$ cat src/trig_pkg.sv
// Purpose: constants and types for the trigger input/output block
// Assumes: 40 MHz mclk, APB register access with 32-bit data
// Notes: all offsets are byte addresses of aligned words
package trig_pkg;
  localparam int unsigned CLK_HZ = 40000000;
  localparam int unsigned TICK_MS = 1;
  localparam int unsigned TICK_CYCLES = CLK_HZ / 1000 * TICK_MS;
  localparam logic [5:0] WIDTH_MAX_MS = 6'h3c;
  localparam logic [15:0] TICK_LAST = 16'(TICK_CYCLES - 1);
  // register byte offsets
  localparam logic [7:0] OFF_IN_CFG = 8'h00;
  localparam logic [7:0] OFF_OUT_CFG = 8'h04;
  localparam logic [7:0] OFF_SETPT = 8'h08;
  localparam logic [7:0] OFF_CFG_SESSION = 8'h0c;
  localparam logic [7:0] OFF_STATUS = 8'h10;
  localparam logic [7:0] OFF_SW_EVENT = 8'h14;
  localparam logic [7:0] OFF_APPLIED = 8'h18;
  localparam logic [7:0] OFF_PWRON_CFG = 8'h1c;
  // in_cfg fields
  localparam int IN_WIDTH_LSB = 0;
  localparam int ACTION_LSB = 8;
  localparam int OUT_STATE_BIT = 10;
  localparam int SLOT_LSB = 12;
  // out_cfg fields
  localparam int OUT_WIDTH_LSB = 0;
  localparam int LEVEL_BIT = 8;
  localparam int SOURCE_LSB = 12;
  // setpoint fields
  localparam int VSET_LSB = 0;
  localparam int ISET_LSB = 16;
  localparam logic [15:0] RATED_VOLT = 16'hffff;
  localparam logic [15:0] RATED_CURR = 16'hffff;
  // software event bits
  localparam int EV_OUT_BIT = 0;
  localparam int EV_SET_BIT = 1;
  localparam int EV_MEM_BIT = 2;
  localparam logic [31:0] PWRON_RESET = 32'h00000000;

  typedef enum logic [1:0] {ACT_NONE, ACT_OUTPUT, ACT_SETTING, ACT_MEMORY} action_t;
  typedef enum logic [1:0] {SRC_NONE, SRC_OUTPUT, SRC_SETTING, SRC_MEMORY} source_t;

  typedef struct packed {
    logic [5:0] in_width;
    action_t action;
    logic out_state;
    logic [1:0] slot;
  } in_cfg_t;

  typedef struct packed {
    logic [5:0] out_width;
    logic level;
    source_t source;
  } out_cfg_t;

  typedef struct packed {
    logic [15:0] volt;
    logic [15:0] curr;
  } setpt_t;

  typedef struct packed {
    logic psel;
    logic penable;
    logic pwrite;
    logic [7:0] paddr;
    logic [31:0] pwdata;
  } apb_req_t;
endpackage : trig_pkg

$ cat src/trigger_io.sv
// Purpose: trigger input qualification, trigger action, trigger output
// Assumes: trigger_input_line synchronous to mclk, active high
// Notes: one clock; a millisecond tick times both widths
// What this block does
// [RULE1] An input trigger is qualified by a 0-60 ms width, or by level when the width is 0.
// [RULE2] A two-bit action code picks none, output switch, setpoints, or setup recall.
// [RULE3] With output-switch action, a trigger drives the output to the configured state.
// [RULE4] Only with action 2 are voltage and current setpoints loaded, each clamped to rating.
// [RULE5] With memory action, a trigger recalls stored setup one, two or three by slot code.
// [RULE6] The output trigger pulses for 0-60 ms, and holds its active level when width is 0.
// [RULE7] With zero output width a one-bit polarity sets the active level, 0 low, 1 high.
// [RULE8] A source code picks which event emits the output trigger: none, output, setting, recall.
// [RULE9] The power-on group is writable only in the power-up configuration session.
// [RULE10] A trigger input line and a trigger output line are provided; the outside drives input.
// [RULE11] Widths are timed by a millisecond tick that restarts with each new trigger event.
//
// Chosen here: the placing of the registers and the APB register port.
`timescale 1ns/1ps
module trigger_io (
  input wire logic mclk, // system clock, 40 MHz
  input wire logic rst_n, // asynchronous reset, active low
  input wire logic psel, // apb select
  input wire logic penable, // apb enable
  input wire logic pwrite, // apb direction
  input wire logic [7:0] paddr, // apb byte address
  input wire logic [31:0] pwdata, // apb write data
  output logic [31:0] prdata, // apb read data
  output logic pready, // apb ready
  output logic pslverr, // apb error on unmapped address
  input wire logic trigger_input_line, // external trigger, active high
  output logic trigger_output_line, // trigger to outside
  output logic out_enable, // output power stage on
  output logic [15:0] volt_setpoint, // applied voltage setpoint
  output logic [15:0] curr_setpoint, // applied current setpoint
  output logic recall_strobe, // one-cycle request to restore a setup
  output logic [1:0] recall_slot // setup slot being restored
);
  ////////////////////////////////////////////////////////////////////////
  // register bus
  trig_pkg::apb_req_t req;
  trig_pkg::in_cfg_t in_cfg_q, in_cfg_d;
  trig_pkg::out_cfg_t out_cfg_q, out_cfg_d;
  trig_pkg::setpt_t setpt_q, setpt_d;
  logic session_q, session_d;
  logic [31:0] pwron_q, pwron_d;
  logic [2:0] sw_ev;
  logic wr, rd_ok;
  assign req = '{psel: psel, penable: penable, pwrite: pwrite, paddr: paddr, pwdata: pwdata};
  assign pready = 1'b1; // zero wait states
  assign wr = req.psel && req.penable && req.pwrite;
  function automatic logic mapped(input logic [7:0] a);
    mapped = (a == trig_pkg::OFF_IN_CFG) || (a == trig_pkg::OFF_OUT_CFG) ||
             (a == trig_pkg::OFF_SETPT) || (a == trig_pkg::OFF_CFG_SESSION) ||
             (a == trig_pkg::OFF_STATUS) || (a == trig_pkg::OFF_SW_EVENT) ||
             (a == trig_pkg::OFF_APPLIED) || (a == trig_pkg::OFF_PWRON_CFG);
  endfunction : mapped
  function automatic logic [5:0] clamp_ms(input logic [5:0] v);
    clamp_ms = (v > trig_pkg::WIDTH_MAX_MS) ? trig_pkg::WIDTH_MAX_MS : v;
  endfunction : clamp_ms
  function automatic logic [15:0] clamp16(input logic [15:0] v, input logic [15:0] lim);
    clamp16 = (v > lim) ? lim : v;
  endfunction : clamp16
  assign rd_ok = mapped(req.paddr);
  assign pslverr = req.psel && req.penable && !rd_ok;

  // configuration writes; widths are clamped so timing never exceeds 60 ms
  always_comb
  begin
    in_cfg_d = in_cfg_q;
    out_cfg_d = out_cfg_q;
    setpt_d = setpt_q;
    session_d = session_q;
    pwron_d = pwron_q;
    sw_ev = 3'h0;
    if (wr)
    begin
      case (req.paddr)
        trig_pkg::OFF_IN_CFG:
        begin
          in_cfg_d.in_width = clamp_ms(req.pwdata[trig_pkg::IN_WIDTH_LSB +: 6]); // [RULE1]
          in_cfg_d.action = trig_pkg::action_t'(req.pwdata[trig_pkg::ACTION_LSB +: 2]);
          in_cfg_d.out_state = req.pwdata[trig_pkg::OUT_STATE_BIT];
          in_cfg_d.slot = req.pwdata[trig_pkg::SLOT_LSB +: 2];
        end
        trig_pkg::OFF_OUT_CFG:
        begin
          out_cfg_d.out_width = clamp_ms(req.pwdata[trig_pkg::OUT_WIDTH_LSB +: 6]); // [RULE6]
          out_cfg_d.level = req.pwdata[trig_pkg::LEVEL_BIT]; // [RULE7]
          out_cfg_d.source = trig_pkg::source_t'(req.pwdata[trig_pkg::SOURCE_LSB +: 2]);
        end
        trig_pkg::OFF_SETPT:
        begin
          setpt_d.volt = clamp16(req.pwdata[trig_pkg::VSET_LSB +: 16], trig_pkg::RATED_VOLT);
          setpt_d.curr = clamp16(req.pwdata[trig_pkg::ISET_LSB +: 16], trig_pkg::RATED_CURR);
        end
        // session can only be closed by software; it opens only out of reset
        trig_pkg::OFF_CFG_SESSION: session_d = session_q & req.pwdata[0]; // [RULE9]
        trig_pkg::OFF_PWRON_CFG: if (session_q) pwron_d = req.pwdata; // [RULE9]
        trig_pkg::OFF_SW_EVENT: sw_ev = req.pwdata[2:0];
        default: ;
      endcase
    end
  end

  always_ff @(posedge mclk or negedge rst_n)
  begin
    if (!rst_n)
    begin
      in_cfg_q <= '0;
      out_cfg_q <= '0;
      setpt_q <= '0;
      session_q <= 1'b1; // power-up session open after reset
      pwron_q <= trig_pkg::PWRON_RESET;
    end
    else
    begin
      in_cfg_q <= in_cfg_d;
      out_cfg_q <= out_cfg_d;
      setpt_q <= setpt_d;
      session_q <= session_d;
      pwron_q <= pwron_d;
    end
  end

  ////////////////////////////////////////////////////////////////////////
  // millisecond tick, restarted by each new trigger event
  logic [15:0] tick_cnt_q, tick_cnt_d;
  logic tick;
  logic restart;

  always_comb
  begin
    tick = (tick_cnt_q == trig_pkg::TICK_LAST);
    tick_cnt_d = tick ? 16'h0000 : tick_cnt_q + 16'h0001;
    if (restart)
      tick_cnt_d = 16'h0000; // [RULE11]
  end

  always_ff @(posedge mclk or negedge rst_n)
  begin
    if (!rst_n)
      tick_cnt_q <= '0;
    else
      tick_cnt_q <= tick_cnt_d;
  end

  ////////////////////////////////////////////////////////////////////////
  // input qualification
  logic in_q, in_d;
  logic [5:0] in_ms_q, in_ms_d;
  logic qual_q, qual_d;
  logic fire;
  logic out_restart;

  // a timed trigger must stay active for the full width before it counts
  always_comb
  begin
    in_d = trigger_input_line; // [RULE10]
    in_ms_d = in_ms_q;
    qual_d = qual_q;
    if (!trigger_input_line)
    begin
      in_ms_d = 6'h00;
      qual_d = 1'b0;
    end
    else if (in_cfg_q.in_width == 6'h00)
      qual_d = 1'b1; // level controlled [RULE1]
    else if (!qual_q && tick)
    begin
      in_ms_d = in_ms_q + 6'h01;
      if (in_ms_d >= in_cfg_q.in_width)
        qual_d = 1'b1; // [RULE1]
    end
    fire = qual_d && !qual_q;
  end

  assign restart = (trigger_input_line && !in_q) || out_restart; // [RULE11]

  always_ff @(posedge mclk or negedge rst_n)
  begin
    if (!rst_n)
    begin
      in_q <= 1'b0;
      in_ms_q <= '0;
      qual_q <= 1'b0;
    end
    else
    begin
      in_q <= in_d;
      in_ms_q <= in_ms_d;
      qual_q <= qual_d;
    end
  end

  ////////////////////////////////////////////////////////////////////////
  // trigger action
  logic out_en_q, out_en_d;
  logic [15:0] volt_q, volt_d, curr_q, curr_d;
  logic rc_q, rc_d;
  logic [1:0] slot_q, slot_d;
  logic ev_out, ev_set, ev_mem;

  always_comb
  begin
    out_en_d = out_en_q;
    volt_d = volt_q;
    curr_d = curr_q;
    rc_d = 1'b0;
    slot_d = slot_q;
    ev_out = sw_ev[trig_pkg::EV_OUT_BIT];
    ev_set = sw_ev[trig_pkg::EV_SET_BIT];
    ev_mem = sw_ev[trig_pkg::EV_MEM_BIT];
    if (fire)
    begin
      case (in_cfg_q.action) // [RULE2]
        trig_pkg::ACT_NONE: ;
        trig_pkg::ACT_OUTPUT:
        begin
          out_en_d = in_cfg_q.out_state; // [RULE3]
          ev_out = 1'b1;
        end
        trig_pkg::ACT_SETTING:
        begin
          volt_d = setpt_q.volt; // [RULE4]
          curr_d = setpt_q.curr; // [RULE4]
          ev_set = 1'b1;
        end
        trig_pkg::ACT_MEMORY:
        begin
          // slot code 0 names no setup, so nothing is recalled
          if (in_cfg_q.slot != 2'h0)
          begin
            rc_d = 1'b1; // [RULE5]
            slot_d = in_cfg_q.slot; // [RULE5]
            ev_mem = 1'b1;
          end
        end
        default: ;
      endcase
    end
  end

  always_ff @(posedge mclk or negedge rst_n)
  begin
    if (!rst_n)
    begin
      out_en_q <= 1'b0;
      volt_q <= '0;
      curr_q <= '0;
      rc_q <= 1'b0;
      slot_q <= '0;
    end
    else
    begin
      out_en_q <= out_en_d;
      volt_q <= volt_d;
      curr_q <= curr_d;
      rc_q <= rc_d;
      slot_q <= slot_d;
    end
  end

  assign out_enable = out_en_q;
  assign volt_setpoint = volt_q;
  assign curr_setpoint = curr_q;
  assign recall_strobe = rc_q;
  assign recall_slot = slot_q;

  ////////////////////////////////////////////////////////////////////////
  // output trigger
  logic out_act_q, out_act_d;
  logic [5:0] out_ms_q, out_ms_d;
  logic emit;
  logic line_q, line_d;

  always_comb
  begin
    case (out_cfg_q.source) // [RULE8]
      trig_pkg::SRC_OUTPUT: emit = ev_out;
      trig_pkg::SRC_SETTING: emit = ev_set;
      trig_pkg::SRC_MEMORY: emit = ev_mem;
      default: emit = 1'b0;
    endcase
    out_restart = emit;
    out_act_d = out_act_q;
    out_ms_d = out_ms_q;
    if (emit)
    begin
      out_act_d = 1'b1;
      out_ms_d = 6'h00;
    end
    else if (out_act_q && out_cfg_q.out_width != 6'h00 && tick)
    begin
      out_ms_d = out_ms_q + 6'h01;
      if (out_ms_d >= out_cfg_q.out_width)
        out_act_d = 1'b0; // pulse ends [RULE6]
    end
    // zero width: held at the chosen level once emitted; otherwise high pulse
    if (out_cfg_q.out_width == 6'h00)
      line_d = out_act_d ? out_cfg_q.level : !out_cfg_q.level; // [RULE7]
    else
      line_d = out_act_d; // [RULE6]
  end

  always_ff @(posedge mclk or negedge rst_n)
  begin
    if (!rst_n)
    begin
      out_act_q <= 1'b0;
      out_ms_q <= '0;
      line_q <= 1'b1; // idle of the reset config: zero width, active low, so no false edge
    end
    else
    begin
      out_act_q <= out_act_d;
      out_ms_q <= out_ms_d;
      line_q <= line_d;
    end
  end

  assign trigger_output_line = line_q; // [RULE10]

  ////////////////////////////////////////////////////////////////////////
  // read mux
  always_comb
  begin
    prdata = 32'h00000000;
    case (req.paddr)
      trig_pkg::OFF_IN_CFG:
        prdata = {18'h0, in_cfg_q.slot, 1'b0, in_cfg_q.out_state, in_cfg_q.action, 2'h0,
                  in_cfg_q.in_width};
      trig_pkg::OFF_OUT_CFG:
        prdata = {18'h0, out_cfg_q.source, 3'h0, out_cfg_q.level, 2'h0, out_cfg_q.out_width};
      trig_pkg::OFF_SETPT: prdata = {setpt_q.curr, setpt_q.volt};
      trig_pkg::OFF_CFG_SESSION: prdata = {31'h0, session_q};
      trig_pkg::OFF_STATUS: prdata = {28'h0, line_q, out_act_q, qual_q, out_en_q};
      trig_pkg::OFF_APPLIED: prdata = {curr_q, volt_q};
      trig_pkg::OFF_PWRON_CFG: prdata = pwron_q;
      default: prdata = 32'h00000000;
    endcase
  end
endmodule : trigger_io

$ cat config.mk
export PLATFORM = sky130hd
export DESIGN_NAME = trigger_io
export DESIGN_NICKNAME = d
export VERILOG_FILES = /design/src/trig_pkg.sv /design/src/trigger_io.sv
export SDC_FILE = /design/constraint.sdc
export NUM_CORES = 1
export LEC_CHECK = 0
export BUFFER_PORTS_ARGS = -buffer_cell sky130_fd_sc_hd__buf_2
export CORE_ASPECT_RATIO = 1.2
export CORE_MARGIN = 3
export CORE_UTILIZATION = 50
export DETAILED_ROUTE_END_ITERATION = 7
export HOLD_SLACK_MARGIN = 0.03
export PLACE_DENSITY_LB_ADDON = 0.3
export REMOVE_ABC_BUFFERS = 1
export SETUP_SLACK_MARGIN = 0.3
export SLEW_MARGIN = 10
export SYNTH_ARGS = -nofsm -noshare
export SYNTH_HDL_FRONTEND = slang
export SYNTH_SLANG_ARGS = --single-unit
$ cat constraint.sdc
create_clock -name mclk -period 5.42 [get_ports mclk]
set_clock_uncertainty 0.15 [all_clocks]
set_input_delay 1.626 -clock mclk [delete_from_list [all_inputs] [get_ports mclk]]
set_output_delay 1.626 -clock mclk [all_outputs]
set_load 0.05 [all_outputs]
## Word-level counts from Yosys, hierarchy flattened

Cells that the tools add are included.

- Bits in registers: 153
- Input port bits: 46
- Output and inout bits: 71
- Word-level logic and storage cells: 116

- Add/subtract/negate cells: 3
- Magnitude comparators: 5
- Equal/unequal tests: 16
- Multiplexer cells: 33
- Bitwise gates (word level): 1
- Reductions and logical operators: 35

Operators by type and width:

| operator | number |
|---|---|
| 32-bit one-hot mux with 7 select lines | 1 |
| 16-bit 2-to-1 mux | 4 |
| 6-bit 2-to-1 mux | 6 |
| 8-bit by 5-bit equality test with 1-bit output (second input constant) | 4 |
| 16-bit > comparator (second input constant) | 2 |
| 1-bit 2-to-1 mux | 19 |
| 16-bit by 1-bit adder with 16-bit output (second input constant) | 1 |
| 16-bit equality test (second input constant) | 1 |
| 8-bit by 4-bit equality test with 1-bit output (second input constant) | 2 |
| 2-bit AND reduction | 7 |
| 6-bit by 1-bit adder with 6-bit output (second input constant) | 2 |
| 6-bit >= comparator | 2 |
| 6-bit logical NOT | 2 |
| 2-bit equality test (second input constant) | 4 |
| 8-bit by 3-bit equality test with 1-bit output (second input constant) | 1 |
| 1-bit logical AND | 8 |
| 8-bit logical NOT | 1 |
| 1-bit logical OR | 8 |
| 6-bit > comparator (second input constant) | 1 |
| 3-bit 2-to-1 mux | 2 |
| 3-bit AND reduction | 2 |
| 6-bit nonzero test | 1 |
| 2-bit by 1-bit equality test with 1-bit output (second input constant) | 2 |
| 1-bit logical NOT | 4 |
| other kinds (5) | 6 |

## Depth between registers and ports, before layout

Gate-level depths: netlist of run 1.

- Depth in word-level cells: 12
- Mapped depth: 13
- Depth with buffers taken out: 11

## Worst setup path before layout of run 1

Ideal clock, no wire load.

- Path kind: input port to output port
- Start: in paddr[1]
- End: out prdata[0]
- Data arrival time: 3.240 ns
- Data required time: 3.644 ns
- Slack: 0.404 ns
- Stages on the path: 8
- Buffers on the path: 2
- Path through: nor3_1 > and2_1 > nand2b_1 > clkbuf_1 > nor3_1 > clkbuf_1 > a22oi_1 > nand3_1

- Word-level cells in the longest chain between the ends: 2
- Elaborated cells between the ends (all ways): 8
- Classes of those cells: eq/ne: 6; mux: 1; reduce/logical: 1

Ends and longest elaborated chain:

| item | line | text |
|---|---|---|
| start: declaration | trigger_io.sv:25 | `input wire logic [7:0] paddr,` |
| 8-bit by 5-bit equality test with 1-bit output (tied with other cells) | trigger_io.sv:328 | `case (req.paddr)` |
| 32-bit one-hot mux with 7 select lines * | trigger_io.sv:328 |  |
| end: declaration | trigger_io.sv:27 | `output logic [31:0] prdata,` |

Every way passes the cells marked *; elsewhere a longest branch is shown, timed or not.

## Worst setup path in the final report of run 1

- Start: in paddr[1]
- End: out prdata[13]

The elaborated chain is that of the path after synthesis.

==> results.py, run 1 <==
metrics = {
    "outcome": {
        "run_status": "finished clean",
    },
    "cts": {
        "numCtsBuffers": 17,
        "cts_buffer_depth": 2,
        "clock_latency_ps": 420,
        "clk_pin_slew_ps": 60,
        "cts_max_level": 4,
        "post_cts_buffers": 0,
        "tritoncts": "yes",
        "ctsRootBufferMaster": "clkbuf_16",
        "cts.sinks": 153,
    },
    "synthesis": {
        "synth_seq_area_share_pct": 53.5,
        "yosys.area.top_type": "dfrtp_1",
        "syn_avg_cell_area_um2": 12.1,
        "synthTopCellsByArea": "dfrtp_1 (53%), mux2_2 (18%), a222oi_1 (3.5%)",
        "async_flop_share_pct": 100,
        "synth_edf_count": 0,
        "synth.most_common_cell": "dfrtp_1",
        "mappedNetlistArea_um2": 7160,
        "syn_inst": 591,
        "yosysWarnings": 0,
        "synth_common_cells": "dfrtp_1 (151), mux2_2 (115), nand2_1 (36)",
        "ys_types": 47,
        "yosysTopAreaCellShare_pct": 52.8,
        "synth_seq_cells": 153,
        "synth-main-ff-cell": "dfrtp_1",
    },
    "sta": {
        "worstMarginPinSlew_ps": 1020,
        "drv_slew": 0,
        "rsz0062_at_grt": "no",
        "hold_viol_final": 0,
        "fin_crit_sh_pct": 91.4,
        "fin_hold_ws_ps": 333,
        "max_slew_margin_pct": 32.3,
        "finalSetupViolations": 0,
        "setup_slack_ps": 465,
        "layout_min_cycle_time_ps": 4950,
        "timing.fmax_mhz": 202,
    },
    "worst_setup_path": {
        "r2r_end": "tick_cnt_q[10]",
        "critPathMaxStageDelay_ps": 300,
        "worstPathArrival_ps": 3180,
        "worstPathCellList": "buf_2, nor3_1, nand3_1, nor2_4, buf_12, a22oi_1, nand3_1, buf_2",
        "crit_path_end_kind": "output pin",
        "cp.required_ps": 3640,
        "critPathKind": "in -> out",
        "reg2reg_depth": 11,
        "r2r-start": "in_ms_q[0]",
        "crit_path_max_fanout": 26,
        "critPathBufInv": 3,
        "cp_top_family": "simple AND/OR/NAND/NOR gates",
        "cp_slowest_cell": "nor2_4",
        "crit_path_start_kind": "primary input",
        "rrSetupSlack_ps": 1880,
    },
    "run": {
        "cap_violations": 0,
    },
    "detailed_routing": {
        "drt_iter0_drc": 381,
        "num_vias": 5196,
        "met2_length_um": 8600,
        "wl_met3_um": 1210,
        "vias_per_cell": 5.80,
        "drt-pass1-iter-count": 7,
        "avgRoutedWirePerCell_um": 18.8,
        "met1_length_um": 6730,
        "routed.top_layer": "met4",
        "ant_nets": 0,
        "wirelength_um": 16900,
        "drc": 0,
    },
    "global_route": {
        "antenna_found_initial": 0,
        "grt_usage_pct": 22.3,
        "grt_pass1_wl_um": 27300,
        "grt_start_max_net_pins": 112,
        "gr-total-overflow": 0,
        "grt_pass1_vias": 5445,
    },
    "die": {
        "fp.dieH_um": 137,
        "die_area_um2": 15800,
        "initial_utilization_pct": 51.4,
        "fp.coreArea_um2": 13900,
        "std_cell_rows": 47,
        "pin_count": 117,
        "die_x_um": 115,
    },
    "cells_and_area": {
        "n_antenna_cell": 0,
        "fill_cells": 1128,
        "finish.utilization_pct": 61.7,
        "area_delta_synth_final_pct": 20.1,
        "drive_gt1_share_pct": 41.0,
        "final_cells": 896,
        "final_area_um2": 8600,
        "layout.nets": 773,
    },
    "pwr": {
        "p_leak_nw": 4.54,
        "power_density_nw_per_um2": 301,
        "sequentialPowerShare_pct": 46.6,
        "switchingPower_uw": 628,
        "share_comb_of_total_power_pct": 8.3,
        "p_clk_share_pct": 45.1,
        "p_int_mw": 1.96,
        "peakVddDrop_uv": 182,
        "switching_share_pct": 24.3,
    },
    "worst_hold_path": {
        "whs_endpoint": "tick_cnt_q[0]",
        "hold_path.class": "reg -> reg",
        "holdPathStages": 1,
        "min_from": "tick_cnt_q[0]",
    },
    "placement": {
        "dpl_cell_area_um2": 8000,
        "dp.final_hpwl_um": 11500,
        "gp_congestion": 0.783,
        "place_ws_ps": 378,
        "dp.cells": 864,
        "port_buffers": 115,
    },
}
[worst max-delay path by stage]
| stage | from | to | slack (ps) | depth (start not counted) |
|---|---|---|---|---|
| 2_1_floorplan | paddr[1] | prdata[11] | -100 | 6 |
| 3_3_place_gp | paddr[1] | prdata[13] | 400 | 8 |
| 3_5_place_dp | paddr[1] | prdata[13] | 380 | 8 |
| 4_1_cts | paddr[1] | prdata[16] | 350 | 8 |
| 5_1_grt | paddr[1] | prdata[9] | 350 | 8 |
| 6_report | paddr[1] | prdata[13] | 470 | 8 |
[what timing repair did]
| action | 4_1_cts | 5_1_grt |
|---|---|---|
| setup endpoints to repair | 0 | 32 |
| resized for setup | 0 | 7 |
| hold buffers | 0 | 0 |
[power by group through the flow]
stage | clock, mW | sequential (mW) | combinational, mW
2_1_floorplan | 0 | 1.23 | 0.127
3_3_place_gp | 0 | 1.22 | 0.203
3_5_place_dp | 0 | 1.23 | 0.216
4_1_cts | 1.19 | 1.21 | 0.218
5_1_grt | 1.24 | 1.21 | 0.242
6_report | 1.17 | 1.21 | 0.215
[kinds of logic (layout without fill, tap and decap cells)]
kind of cell	count (synthesis)	in the layout	share of synthesized area (%)
AND/OR/NAND/NOR	141	141	9.87
flip-flops	153	153	53.5
XOR/XNOR	31	31	3.79
other	1	1	0.0524
multiplexers	117	117	18.4
AO/OA/AOI/OAI	71	71	8.25
buffers and inverters	62	196	3.56
adder cells (fa/ha/maj)	15	15	2.62
[stage by stage]
stage	total power [mW]	setup TNS, ps
final	2.59	0
after global routing	2.69	0
after CTS	2.61	0
after detailed placement	1.44	0
after global placement	1.43	0
after floorplan	1.35	-2970
[cells in the final DEF (no fill, tap or decap), types with 17 or more instances in the layout]
cell type	synthesis	routed
a22oi_1	20	20
clkbuf_16	0	17
xor2_1	20	20
dfrtp_1	151	151
buf_2	3	110
mux2_2	115	115
nor2_1	34	31
inv_1	35	35
nand3_1	17	17
a222oi_1	25	25
nand2_1	36	36
[metal layers]
layer / track usage, % / up-vias
met1: 26.8 / 2629
li1: - / 2365
met3: 7.21 / 23
met4: 7.76 / 0
met2: 37.8 / 179
met5: 0 / -
[layout make-up]
cell class,instances,area (µm²),area share [%]
repair buffers,129,738,8.58
clock buffers,18,439,5.10
clock inverters,14,145,1.69
multi-input cells,376,3110,36.1
flip-flops and latches,153,3830,44.5
inverters,35,131,1.53
well taps,171,214,2.49
[worst register-to-register path, cell delays in order, from the launching register on]
cell and delay, ps:
dfrtp_1 420, and3_1 240, and3_1 210, xor2_1 150, ha_1 320, nand4_1 110
o221ai_1 210, a21oi_2 140, or3_1 490, a221oi_4 580, or3_4 320, nor2_1 80
[flip-flops by register name, indices dropped and copies added, names as in the netlist, 2 cells and up]
signal         count
volt_setpoint     16
recall_slot        2
tick_cnt_q        16
in_ms_q            6
setpt_q           32
pwron_q           32
out_cfg_q          9
out_ms_q           6
curr_setpoint     16
in_cfg_q          11
Note: power is estimated with default switching activity, not from simulation.
==> inputs of run 2 (changes only) <==
- CTS_BUF_LIST: unset -> sky130_fd_sc_hd__clkbuf_4
==> run 2 against run 1 <==
Global-route usage shrank 0.21 points. Sequential share of layout area increased by 1.7 points. Sequential cell count unchanged. Combinational power hardly changed. Maximum frequency hardly changed. Worst setup slack improved by 3.0 ps. Total power fell by 18%. Register-to-register slack worse by 20 ps. Die area stayed put. Clock power fell by 41%. Largest power group unchanged.
==> results.py, run 2 (synthesis results as in run 1) <==
metrics = {
    "outcome": {
        "run_status": "finished clean",
    },
    "placement": {
        "port_buffers": 115,
        "dp.final_hpwl_um": 11500,
        "gp_congestion": 0.783,
    },
    "global_route": {
        "grt_start_max_net_pins": 112,
        "top_usage_layer": "met2",
        "grtUsageMet3_pct": 6.63,
        "grt_pass1_wl_um": 26900,
        "antenna_found_initial": 0,
        "grt_usage_pct": 22.1,
        "grt_use_met2_pct": 37.0,
        "gr-total-overflow": 0,
        "grt_pass1_vias": 5317,
        "met1_usage_pct": 26.9,
    },
    "pwr": {
        "switching_share_pct": 27.2,
        "p_leak_nw": 4.41,
        "share_comb_of_total_power_pct": 10.2,
        "power_density_nw_per_um2": 255,
        "p_int_mw": 1.54,
        "peakVddDrop_uv": 167,
        "switchingPower_uw": 574,
        "sequentialPowerShare_pct": 57.0,
        "p_clk_share_pct": 32.9,
    },
    "die": {
        "die_x_um": 115,
        "initial_utilization_pct": 51.4,
        "fp.coreArea_um2": 13900,
        "fp.dieH_um": 137,
        "std_cell_rows": 47,
        "die_area_um2": 15800,
        "pin_count": 117,
    },
    "sta": {
        "fin_crit_sh_pct": 91.4,
        "finalSetupViolations": 0,
        "rsz0062_at_grt": "no",
        "hold_viol_final": 0,
        "fin_hold_ws_ps": 342,
        "drv_slew": 0,
        "max_slew_margin_pct": 29.1,
        "layout_min_cycle_time_ps": 4950,
        "timing.fmax_mhz": 202,
        "worstMarginPinSlew_ps": 1060,
    },
    "run": {
        "cap_violations": 0,
    },
    "cts": {
        "cts_max_level": 4,
        "clk_pin_slew_ps": 130,
        "ctsRootBufferMaster": "clkbuf_4",
        "numCtsBuffers": 17,
        "tritoncts": "yes",
        "cts.sinks": 153,
        "clock_latency_ps": 560,
        "cts_buffer_depth": 2,
    },
    "cells_and_area": {
        "drive_gt1_share_pct": 40.8,
        "layout_common_cells": "dfrtp_1 (151), mux2_2 (115), buf_2 (110), nand2_1 (36), inv_1 (35)",
        "top_regs": "pwron_q x32, setpt_q x32",
        "n_antenna_cell": 0,
        "final_common_cell": "dfrtp_1",
        "area_delta_synth_final_pct": 15.8,
        "layout.nets": 773,
        "finish.utilization_pct": 59.5,
        "fill_cells": 1182,
    },
    "worst_setup_path": {
        "worstPathCellList": "buf_2, nor3_1, nand3_1, nor2_4, buf_12, a22oi_1, nand3_1, buf_2",
        "worstPathArrival_ps": 3180,
        "cp_slowest_cell": "nor2_4",
        "critPathKind": "in -> out",
        "crit_path_start_kind": "primary input",
        "cp.required_ps": 3640,
        "critPathMaxStageDelay_ps": 300,
        "crit_path_end_kind": "output pin",
        "crit_path_max_fanout": 26,
    },
    "detailed_routing": {
        "vias_per_cell": 5.76,
        "ant_nets": 0,
        "avgRoutedWirePerCell_um": 18.6,
        "drt-pass1-iter-count": 6,
        "drt_iter0_drc": 367,
        "drc": 0,
        "wirelength_um": 16700,
        "num_vias": 5160,
    },
    "worst_hold_path": {
        "hold_path.class": "reg -> reg",
    },
}
-- run 2: changes by cell type in the layout (fill, tap and decap cells not counted), sizes merged --
cell / previous run / this run
clkinv: 7 / 8
clkbuf: 21 / 20
-- run 2: cell type report --
type	instances	area (µm²)	area share [%]
inverter	35	131	1.58
multi-input combinational	376	3110	37.4
tap	171	214	2.58
clock inverter	15	149	1.79
timing repair buffer	129	738	8.90
sequential	153	3830	46.2
clock buffer	17	128	1.54
-- run 2: worst max-delay path: cells and delay by family --
kind,cells,cell delay (ps)
AND/OR/NAND/NOR,4,850
buffers and inverters,3,590
AO/OA/AOI/OAI,1,110
-- run 2: power groups by stage --
stage | combinational, mW | sequential (mW) | clock (mW)
final | 0.215 | 1.20 | 0.695
after global routing | 0.242 | 1.21 | 0.766
after floorplan | 0.127 | 1.23 | 0
after detailed placement | 0.216 | 1.23 | 0
after CTS | 0.217 | 1.20 | 0.713
after global placement | 0.203 | 1.22 | 0
-- run 2: routing by layer --
| layer | share of wire, % | vias up |
|---|---|---|
| li1 | - | 2367 |
| met1 | 40 | 2574 |
| met2 | 51 | 194 |
| met3 | 7.2 | 25 |
| met4 | 1.9 | 0 |
| met5 | 0 | - |
-- run 2: path summary, 6_finish.rpt --
| path | from | to | slack (ps) | cells past startpoint |
|---|---|---|---|---|
| worst max register to register | in_ms_q[0] | tick_cnt_q[10] | 1860 | 11 |
| worst max-delay path | paddr[1] | prdata[13] | 470 | 8 |
| min in group asynchronous | rst_n | in_ms_q[1] | 1000 | 1 |
| worst min-delay path | tick_cnt_q[0] | tick_cnt_q[0] | 340 | 1 |
| max in group asynchronous | rst_n | volt_setpoint[6] | 3150 | 2 |
| worst min register to register | tick_cnt_q[0] | tick_cnt_q[0] | 340 | 1 |
-- run 2: stage by stage --
stage	setup WS [ps]	total power, mW	cell area (µm²)	cells	setup TNS [ps]
6_report	468	2.11	8300	896	0
3_5_place_dp	378	1.44	8000	864	0
2_1_floorplan	-101	1.35	7040	564	-2970
3_3_place_gp	398	1.43	8000	864	0
4_1_cts	361	2.13	8270	896	0
5_1_grt	349	2.22	8300	896	0
-- run 2: timing repair --
action / CTS / global route
hold buffers: 0 / 0
gates resized for setup: 0 / 7
endpoints found under the setup margin: 0 / 32
buffers inserted: 0 / 0
